--- src/sfr_space_decoder_regs.svh ---
`ifndef SFR_SPACE_DECODER_REGS_SVH
`define SFR_SPACE_DECODER_REGS_SVH

// ****************************************************************
// Address range of the peripheral register space.
// ****************************************************************
`define SPACE_FIRST_ADDR          8'h80
`define SPACE_LAST_ADDR           8'hff

// ****************************************************************
// Low-nibble codes that mark bit-addressable locations.
// ****************************************************************
`define BIT_NIBBLE_A              4'h0
`define BIT_NIBBLE_B              4'h8

// ****************************************************************
// Register offsets.
// ****************************************************************
`define PORT0_LATCH_ADDR          8'h80
`define DATA_POINTER_LOW_ADDR     8'h82
`define DATA_POINTER_HIGH_ADDR    8'h83
`define POWER_CONTROL_ADDR        8'h87
`define CLOCK_CONTROL_ADDR        8'h8e
`define PROGRAM_STORE_RW_CTL_ADDR 8'h8f
`define PORT1_LATCH_ADDR          8'h90
`define TOUCH_THRESHOLD_LOW_ADDR  8'h96
`define TOUCH_THRESHOLD_HIGH_ADDR 8'h97
`define COMPARATOR_CONTROL_ADDR   8'h9b
`define TOUCH_MUX_SELECT_ADDR     8'h9c
`define COMPARATOR_MODE_ADDR      8'h9d
`define TOUCH_CONFIGURATION_ADDR  8'h9e
`define COMPARATOR_MUX_SEL_ADDR   8'h9f
`define PORT2_LATCH_ADDR          8'ha0
`define PORT0_OUTPUT_MODE_ADDR    8'ha4
`define PORT1_OUTPUT_MODE_ADDR    8'ha5
`define PORT2_OUTPUT_MODE_ADDR    8'ha6
`define INTERRUPT_ENABLE_ADDR     8'ha8
`define CLOCK_SOURCE_SELECT_ADDR  8'ha9
`define TOUCH_RESULT_LOW_ADDR     8'hab
`define TOUCH_RESULT_HIGH_ADDR    8'hac
`define VARIANT_ID_BYTE_ADDR      8'had
`define TOUCH_CONTROL_ADDR        8'hb0
`define EXTERNAL_OSC_CONTROL_ADDR 8'hb1
`define INTERNAL_OSC_CONTROL_ADDR 8'hb2
`define INTERNAL_OSC_TRIM_ADDR    8'hb3
`define FAMILY_ID_BYTE_ADDR       8'hb5
`define SILICON_REVISION_ADDR     8'hb6
`define FLASH_LOCK_KEY_ADDR       8'hb7
`define INTERRUPT_PRIORITY_ADDR   8'hb8
`define TOUCH_SCAN_FIRST_ADDR     8'hb9
`define TOUCH_SCAN_LAST_ADDR      8'hba
`define CONVERTER_CHAN_SEL_ADDR   8'hbb
`define CONVERTER_CONFIG_ADDR     8'hbc
`define CONVERTER_RESULT_LOW_ADDR 8'hbd
`define CONVERTER_RESULT_HIGH_ADDR 8'hbe
`define WINDOW_UPPER_LOW_ADDR     8'hc3
`define WINDOW_UPPER_HIGH_ADDR    8'hc4
`define WINDOW_LOWER_LOW_ADDR     8'hc5
`define WINDOW_LOWER_HIGH_ADDR    8'hc6
`define REGULATOR_CONTROL_ADDR    8'hc9
`define CHECKSUM_CONTROL_ADDR     8'hce
`define CHECKSUM_BIT_REVERSE_ADDR 8'hcf
`define PROGRAM_STATUS_WORD_ADDR  8'hd0
`define VOLTAGE_REF_CONTROL_ADDR  8'hd1
`define CHECKSUM_AUTO_CTL_ADDR    8'hd2
`define CHECKSUM_SECTOR_CNT_ADDR  8'hd3

// ****************************************************************
// Reset values of the writable registers and of unread data.
// ****************************************************************
`define REG_RESET_VALUE           8'h00
`define RESERVED_READ_VALUE       8'h00

`endif

--- src/sfr_space_pkg.sv ---
// ****************************************************************
// Types shared by the register space decoder.
// ****************************************************************
package sfr_space_pkg;

    // One access as the core presents it.
    typedef struct packed {
        logic [7:0] addr;    // Byte address of the access.
        logic       direct;  // High for direct addressing, low for indirect.
        logic       rd;      // Read strobe.
        logic       wr;      // Write strobe.
        logic       bit_op;  // High for a single-bit operation.
        logic [2:0] bit_pos; // Bit position for a single-bit operation.
        logic [7:0] wdata;   // Byte write data.
        logic       wbit;    // Bit write data.
    } core_req_t;

    // The answer to one access.
    typedef struct packed {
        logic [7:0] rdata;       // Byte read data.
        logic       rbit;        // Selected bit of a bit read.
        logic       valid;       // One-cycle pulse marking the answer.
        logic       reserved;    // Access hit an unoccupied location.
        logic       bit_refused; // Bit operation on a byte-only location.
    } core_rsp_t;

    // Destination chosen for an access, one-hot.
    typedef enum logic [2:0] {
        ROUTE_IDLE = 3'b001,
        ROUTE_REGS = 3'b010,
        ROUTE_RAM  = 3'b100
    } route_t;

endpackage : sfr_space_pkg

--- src/sfr_space_decoder.sv ---
// Summary of operation
// RULE_01: Registers occupy direct addresses 0x80 through 0xFF.
// RULE_02: Direct access above 0x7F goes to registers.
// RULE_03: Low nibble 0 or 8 allows bit access.
// RULE_04: Other addresses allow whole-byte access only.
// RULE_05: Software avoids unoccupied, reserved register addresses.
// RULE_06: Read-only revision byte at 0xB6, revision-dependent.
// RULE_07: Indirect access above 0x7F reaches upper RAM.
// RULE_08: Byte registers, reads answer promptly without side effect.
`timescale 1ns/1ps
`include "sfr_space_decoder_regs.svh"

module sfr_space_decoder
    import sfr_space_pkg::*;
#(
    parameter int         DATA_W        = 8,     // Register width.
    parameter logic [7:0] REVISION_CODE = 8'h5a, // Arbitrary value.
    parameter logic [7:0] FAMILY_CODE   = 8'h3c, // Arbitrary value.
    parameter logic [7:0] VARIANT_CODE  = 8'h71  // Arbitrary value.
) (
    input  wire logic              core_clk,
    input  wire logic              rst,
    input  wire core_req_t         req,
    output core_rsp_t              rsp,
    output route_t                 route,
    output logic                   ram_sel,
    output logic [127:0][7:0]      reg_image
);

    // ****************************************************************
    // Elaboration checks.
    // ****************************************************************

    // The space is byte wide; any other width breaks the bit lanes.
    if (DATA_W != 8) begin : g_width_check
        $error("sfr_space_decoder: DATA_W must be 8.");
    end

    // ****************************************************************
    // Decode helpers.
    // ****************************************************************

    // Reports whether an address holds a writable register.
    function automatic logic is_writable(input logic [7:0] a);
        logic hit;
        hit = 1'b0;
        case (a)
            `PORT0_LATCH_ADDR,          `DATA_POINTER_LOW_ADDR,
            `DATA_POINTER_HIGH_ADDR,    `POWER_CONTROL_ADDR,
            `CLOCK_CONTROL_ADDR,        `PROGRAM_STORE_RW_CTL_ADDR,
            `PORT1_LATCH_ADDR,          `TOUCH_THRESHOLD_LOW_ADDR,
            `TOUCH_THRESHOLD_HIGH_ADDR, `COMPARATOR_CONTROL_ADDR,
            `TOUCH_MUX_SELECT_ADDR,     `COMPARATOR_MODE_ADDR,
            `TOUCH_CONFIGURATION_ADDR,  `COMPARATOR_MUX_SEL_ADDR,
            `PORT2_LATCH_ADDR,          `PORT0_OUTPUT_MODE_ADDR,
            `PORT1_OUTPUT_MODE_ADDR,    `PORT2_OUTPUT_MODE_ADDR,
            `INTERRUPT_ENABLE_ADDR,     `CLOCK_SOURCE_SELECT_ADDR,
            `TOUCH_RESULT_LOW_ADDR,     `TOUCH_RESULT_HIGH_ADDR,
            `TOUCH_CONTROL_ADDR,        `EXTERNAL_OSC_CONTROL_ADDR,
            `INTERNAL_OSC_CONTROL_ADDR, `INTERNAL_OSC_TRIM_ADDR,
            `FLASH_LOCK_KEY_ADDR,       `INTERRUPT_PRIORITY_ADDR,
            `TOUCH_SCAN_FIRST_ADDR,     `TOUCH_SCAN_LAST_ADDR,
            `CONVERTER_CHAN_SEL_ADDR,   `CONVERTER_CONFIG_ADDR,
            `CONVERTER_RESULT_LOW_ADDR, `CONVERTER_RESULT_HIGH_ADDR,
            `WINDOW_UPPER_LOW_ADDR,     `WINDOW_UPPER_HIGH_ADDR,
            `WINDOW_LOWER_LOW_ADDR,     `WINDOW_LOWER_HIGH_ADDR,
            `REGULATOR_CONTROL_ADDR,    `CHECKSUM_CONTROL_ADDR,
            `CHECKSUM_BIT_REVERSE_ADDR, `PROGRAM_STATUS_WORD_ADDR,
            `VOLTAGE_REF_CONTROL_ADDR,  `CHECKSUM_AUTO_CTL_ADDR,
            `CHECKSUM_SECTOR_CNT_ADDR: begin
                hit = 1'b1;
            end
            default: begin
                hit = 1'b0;
            end
        endcase
        return hit;
    endfunction : is_writable

    // Reports whether an address holds a read-only identity byte.
    function automatic logic is_ident(input logic [7:0] a);
        return (a == `VARIANT_ID_BYTE_ADDR) || (a == `FAMILY_ID_BYTE_ADDR) ||
               (a == `SILICON_REVISION_ADDR);
    endfunction : is_ident

    // ****************************************************************
    // Access classification.
    // ****************************************************************

    logic       in_space;     // Address lies in the upper half.
    logic       regs_hit;     // Direct access into the register space.
    logic       any_access;   // A read or a write is requested.
    logic       occupied;     // Address holds some register.
    logic       writable;     // Address holds a writable register.
    logic       bit_capable;  // Address allows bit operations.
    logic       bit_bad;      // Bit operation on a byte-only register.
    logic [6:0] index;        // Storage index within the space.
    logic [7:0] cur_byte;     // Current content at the address.

    // The space runs from its first to its last address inclusive.
    assign in_space = (req.addr >= `SPACE_FIRST_ADDR) &&
                      (req.addr <= `SPACE_LAST_ADDR); // see RULE_01
    assign any_access = req.rd | req.wr;
    // Only the direct mode reaches the registers; indirect goes to RAM.
    assign regs_hit = any_access & req.direct & in_space; // see RULE_02
    assign index    = req.addr[6:0];
    assign writable = is_writable(req.addr);
    assign occupied = writable | is_ident(req.addr);
    // Bit access is legal only where the low nibble is 0 or 8.
    assign bit_capable = (req.addr[3:0] == `BIT_NIBBLE_A) ||
                         (req.addr[3:0] == `BIT_NIBBLE_B); // see RULE_03
    // A bit operation anywhere else is refused and changes nothing.
    assign bit_bad = req.bit_op & ~bit_capable; // see RULE_04

    // ****************************************************************
    // Routing.
    // ****************************************************************

    // Steers each access to the registers or to data RAM.
    always_comb begin
        if (!any_access) begin
            route = ROUTE_IDLE;
        end else if (regs_hit) begin
            route = ROUTE_REGS; // see RULE_02
        end else begin
            // Indirect accesses above 0x7F share addresses with the
            // registers but must reach the separate upper RAM.
            route = ROUTE_RAM; // see RULE_07
        end
    end

    // The RAM select is a handshake output and may be combinational.
    assign ram_sel = (route == ROUTE_RAM); // see RULE_07

    // ****************************************************************
    // Register storage.
    // ****************************************************************

    logic [7:0] store_r [128]; // One byte per location of the space.

    // Content of the addressed location, identity bytes included.
    always_comb begin
        if (req.addr == `SILICON_REVISION_ADDR) begin
            cur_byte = REVISION_CODE; // see RULE_06
        end else if (req.addr == `FAMILY_ID_BYTE_ADDR) begin
            cur_byte = FAMILY_CODE;
        end else if (req.addr == `VARIANT_ID_BYTE_ADDR) begin
            cur_byte = VARIANT_CODE;
        end else if (writable) begin
            cur_byte = store_r[index];
        end else begin
            cur_byte = `RESERVED_READ_VALUE;
        end
    end

    // Writes land only on writable, occupied locations. Identity bytes
    // ignore writes, and reserved locations keep no state, so a stray
    // write there is harmless rather than undefined.
    always_ff @(posedge core_clk) begin
        if (rst) begin
            for (int i = 0; i < 128; i++) begin
                store_r[i] <= `REG_RESET_VALUE;
            end
        end else if (regs_hit && req.wr && writable && !bit_bad) begin
            if (req.bit_op) begin
                store_r[index][req.bit_pos] <= req.wbit; // see RULE_03
            end else begin
                store_r[index] <= req.wdata; // see RULE_08
            end
        end
    end

    // The peripherals see the writable register contents straight from flops, the identity bytes as constants.
    always_comb begin
        for (int i = 0; i < 128; i++) begin
            reg_image[i] = store_r[i];
        end
        reg_image[`SILICON_REVISION_ADDR - 8'h80] = REVISION_CODE; // see RULE_06
        reg_image[`FAMILY_ID_BYTE_ADDR - 8'h80]   = FAMILY_CODE;
        reg_image[`VARIANT_ID_BYTE_ADDR - 8'h80]  = VARIANT_CODE;
    end

    // ****************************************************************
    // Answer path.
    // ****************************************************************

    // Every register access is answered one cycle later. A read leaves
    // the content untouched; reserved locations read as a fixed value
    // and raise a flag, since software is expected to stay away.
    always_ff @(posedge core_clk) begin
        if (rst) begin
            rsp <= '0;
        end else begin
            rsp.valid       <= regs_hit; // see RULE_08
            rsp.reserved    <= regs_hit & ~occupied; // see RULE_05
            rsp.bit_refused <= regs_hit & bit_bad; // see RULE_04
            if (regs_hit && req.rd && !bit_bad) begin
                rsp.rdata <= cur_byte; // see RULE_08
                rsp.rbit  <= cur_byte[req.bit_pos];
            end else begin
                rsp.rdata <= `RESERVED_READ_VALUE;
                rsp.rbit  <= 1'b0;
            end
        end
    end

endmodule : sfr_space_decoder

--- config.mk ---
export PLATFORM = sky130hd
export DESIGN_NAME = sfr_space_decoder
export DESIGN_NICKNAME = d
export VERILOG_FILES = /design/src/sfr_space_pkg.sv /design/src/sfr_space_decoder.sv
export VERILOG_INCLUDE_DIRS = /design/src
export SDC_FILE = /design/constraint.sdc
export NUM_CORES = 2
export LEC_CHECK = 0
export ABC_AREA = 1
export BUFFER_PORTS_ARGS = -buffer_cell sky130_fd_sc_hd__buf_4
export CORE_AREA = 2 2 414 416
export DETAILED_ROUTE_END_ITERATION = 10
export DIE_AREA = 0 0 416 418
export PLACE_DENSITY = 0.59
export SYNTH_ARGS = -nofsm -noshare
export SYNTH_HDL_FRONTEND = slang
export SYNTH_SLANG_ARGS = --single-unit
--- constraint.sdc ---
create_clock -name core_clk -period 2.1 [get_ports core_clk]
set_clock_uncertainty 0.1 [all_clocks]
set_input_delay 0 -clock core_clk [delete_from_list [all_inputs] [get_ports core_clk]]
set_output_delay 0 -clock core_clk [all_outputs]
set_load 0.03 [all_outputs]
==> out/qor.csv <==
stage;metric;value;unit
routing;dr_total_vias;47600;
pwr;p_int;0.0403;W
clocking;cts-root-buf;clkbuf_16;
worst_setup_path;cp.required;2.66;ns
clocking;clk_latency;0.80;ns
synthesis;synth_edf_count;1024;
global_routing;antenna_found_initial;6;
pwr;fin_total_pwr;0.0585;W
status;violations;hold timing, setup timing;
clocking;cts_buffers;119;
pwr;p_sw_share;31.1;%
floorplanning;rows;151;
floorplanning;core_area;169000;um^2
synthesis;yosys-top-cells-area;edfxtp_1 (62%), nand2_1 (11%), nor2_1 (9.7%);
timing;finalMaxSlewViolations;0;
place;dp_hpwl;199000;um
global_routing;grt_pass1_vias;45000;
synthesis;ys_types;32;
min_path;hold_end;rsp[7]$_SDFF_PP0_;
synthesis;yosys.area.top_type;edfxtp_1;
job;maxCapViolCount;0;
worst_setup_path;r2r_slack;-0.14;ns
floorplanning;dieHeight;418;um
synthesis;synthTopCellsByCount;nand2_1 (1494), nor2_1 (1274), edfxtp_1 (1024);
clocking;clk_pin_slew;0.06;ns
place;preCtsSetupSlack;-1.20;ns
global_routing;grt_overflow;0;
pwr;p_leak;35.7;nW
pwr;power_frac_clock;34.5;%
cells_and_area;final_net_count;7991;
clocking;cts_tree;built;
floorplanning;die_area;174000;um^2
pwr;pwr-share-seq;43.4;%
global_routing;grt_start_max_net_pins;225;
clocking;clock-sinks;1036;
clocking;clockBufferDepth;3;
synthesis;synth.avg_cell_area;8.76;um^2
min_path;holdPathStages;6;
routing;wire_per_inst;25.3;um
worst_setup_path;critPathMaxFanout;2;
worst_setup_path;r2r-start;store_r[0][4]$_SDFFCE_PN0P_;
cells_and_area;regArea;31000;um^2
floorplanning;ios;1066;
timing;hold_viol;6;
worst_setup_path;r2r_end;rsp[3]$_SDFF_PP0_;
pwr;powerDensity;767;nW/um^2
synthesis;netlist_area;49400;um^2
cells_and_area;postLayoutCellArea;76200;um^2
clocking;htree_levels;3;
clocking;holdBufCountCts;28;
min_path;min-delay-start;req[22];
synthesis;synth-async-reset-ratio;0;%
floorplanning;die_w;416;um
status;status;complete, but fails checks;
global_routing;grt_pass1_wl;346000;um
routing;drt-initial-drc-count;5594;
worst_setup_path;worst_r2r_path_depth;19;
timing;min_period_over_period;107;%
place;routabilityCongestion;0.949;
synthesis;yosys_warnings;0;
pwr;ir_drop;0.000867;V
place;portBuffers;1041;
timing;max_slew_margin;9.95;%
synthesis;yosysMostFrequentCell;nand2_1;
pwr;power_frac_comb;22.1;%
timing;rsz0062_at_grt;true;
global_routing;grt_usage;28.5;%
place;post_dp_cell_area;70400;um^2
cells_and_area;n_fill_cell;16300;
min_path;hold_path.class;in2reg;
routing;drc;0;
synthesis;synth.ff_latch_count;1036;
floorplanning;initial_core_util;29.2;%
routing;vias_per_cell;4.62;
timing;tightest_slew;1.35;ns
pwr;p_sw;0.0182;W
synthesis;ys_seq_area_share;62.7;%
cells_and_area;fin_util;45.1;%
timing;fmax;447;MHz
timing;fin_ws;-0.137;ns
worst_setup_path;worstPathArrival;2.80;ns
synthesis;ys.flop_type;edfxtp_1;
timing;hold_ws;-0.137;ns
synthesis;synthCells;5636;
routing;postRouteAntennaNets;0;
timing;setup_viol;4;
worst_setup_path;end_kind;flop;
cells_and_area;multiInputGateArea;16900;um^2
worst_setup_path;crit_type;reg2reg;
routing;wl;261000;um
synthesis;synth_top_cell_area_share;62.2;%
cells_and_area;syn2layout_area_growth;54.3;%
timing;period_needed;2.24;ns
worst_setup_path;start_kind;flop;
cells_and_area;final_layout_size_suffix_gt1_share;37.2;%
routing;drt_pass1_iterations;6;
-- critical path: stages, from the launching register on --
cell      delay [ns]
edfxtp_1        0.46
nor2_2          0.16
o21ai_2         0.06
nand2_1         0.08
nand2_2         0.11
nand2_2         0.12
nor2_1          0.05
buf_4           0.15
nor2_4          0.07
nor2_1          0.05
nand2_1         0.09
nand2_2         0.08
nand3_2         0.08
nand2_1         0.05
nand2_1         0.06
nand2_1         0.05
nor2_1          0.11
nand3_1         0.08
nand2_1         0.07
inv_1           0.04
-- worst max path at each step --
stage                                       startpoint                            to  depth (start not counted)
after floorplan                                req[21]  store_r[49][0]$_SDFFCE_PN0P_                         13
after global placement                         req[16]             rsp[6]$_SDFF_PP0_                         20
after detailed placement                       req[16]             rsp[6]$_SDFF_PP0_                         20
after CTS                 store_r[67][1]$_SDFFCE_PN0P_             rsp[3]$_SDFF_PP0_                         18
after global routing      store_r[16][4]$_SDFFCE_PN0P_             rsp[3]$_SDFF_PP0_                         18
final                      store_r[0][4]$_SDFFCE_PN0P_             rsp[3]$_SDFF_PP0_                         19
-- per-layer routing --
metal	vias up	track usage [%]	wire length [um]
met5	-	0	8
met4	2	17.2	18800
met3	597	5.06	21600
met2	2733	47.0	123000
met1	22800	34.9	97100
li1	21400	-	-
-- kinds of logic (layout without fill, tap and decap cells) --
family	Yosys count	after routing	synth area share, %
simple gates	3087	3087	24.3
compound gates	182	182	2.40
flops	1036	1036	62.7
other cells	2	693	0.0152
buf+inv	1329	3068	10.5
-- per-stage QoR --
step	setup TNS, ns	std cells
5_1_grt	-0.766	10300
4_1_cts	-0.523	10200
2_1_floorplan	0	6322
3_3_place_gp	-478.92	9952
3_5_place_dp	-448.71	9952
6_report	-0.184	10300
-- area by class of cell --
| cell class | instances | share of cell area (%) |
|---|---|---|
| inverter | 304 | 1.58 |
| timing repair buffer | 2547 | 27.1 |
| clock buffer | 141 | 4.02 |
| clock inverter | 76 | 0.768 |
| tap | 2218 | 3.64 |
| sequential | 1036 | 40.7 |
| antenna | 5 | 0.0164 |
| multi-input combinational | 3957 | 22.2 |
-- power by group through the flow --
stage                     Clock, W  Combinational (W)  Sequential, W
after floorplan                  0            0.00293         0.0281
after global placement           0             0.0122         0.0258
after detailed placement         0             0.0122         0.0258
after CTS                   0.0205             0.0126         0.0254
after global routing        0.0212             0.0135         0.0255
final                       0.0202             0.0129         0.0254
-- registers in the layout (all words and copies together) (netlist names) --
signal	cells
rsp	12
store_r	1024
-- placed cells by master, fill, tap and decap left out, drive strengths merged, types with 20 or more instances in the layout --
master	netlist	layout
a22oi	64	64
buf	153	2509
clkbuf	872	151
clkinv	3	69
conb	2	688
dlygate4sd3	0	27
edfxtp	1024	1024
inv	301	300
nand2	1511	1511
nand3	24	24
nor2	1274	1274
nor3	270	270
o21ai	55	55
o22ai	20	20
-- what timing repair did --
item / 4_1_cts / 5_1_grt
pin swaps: 85 / 112
setup buffers: 44 / 41
endpoints found under the hold margin: 508 / 6
setup endpoints to repair: 9 / 675
gates resized for setup: 168 / 175
cloned: 0 / 10
Power figures use the tool's default switching activity.
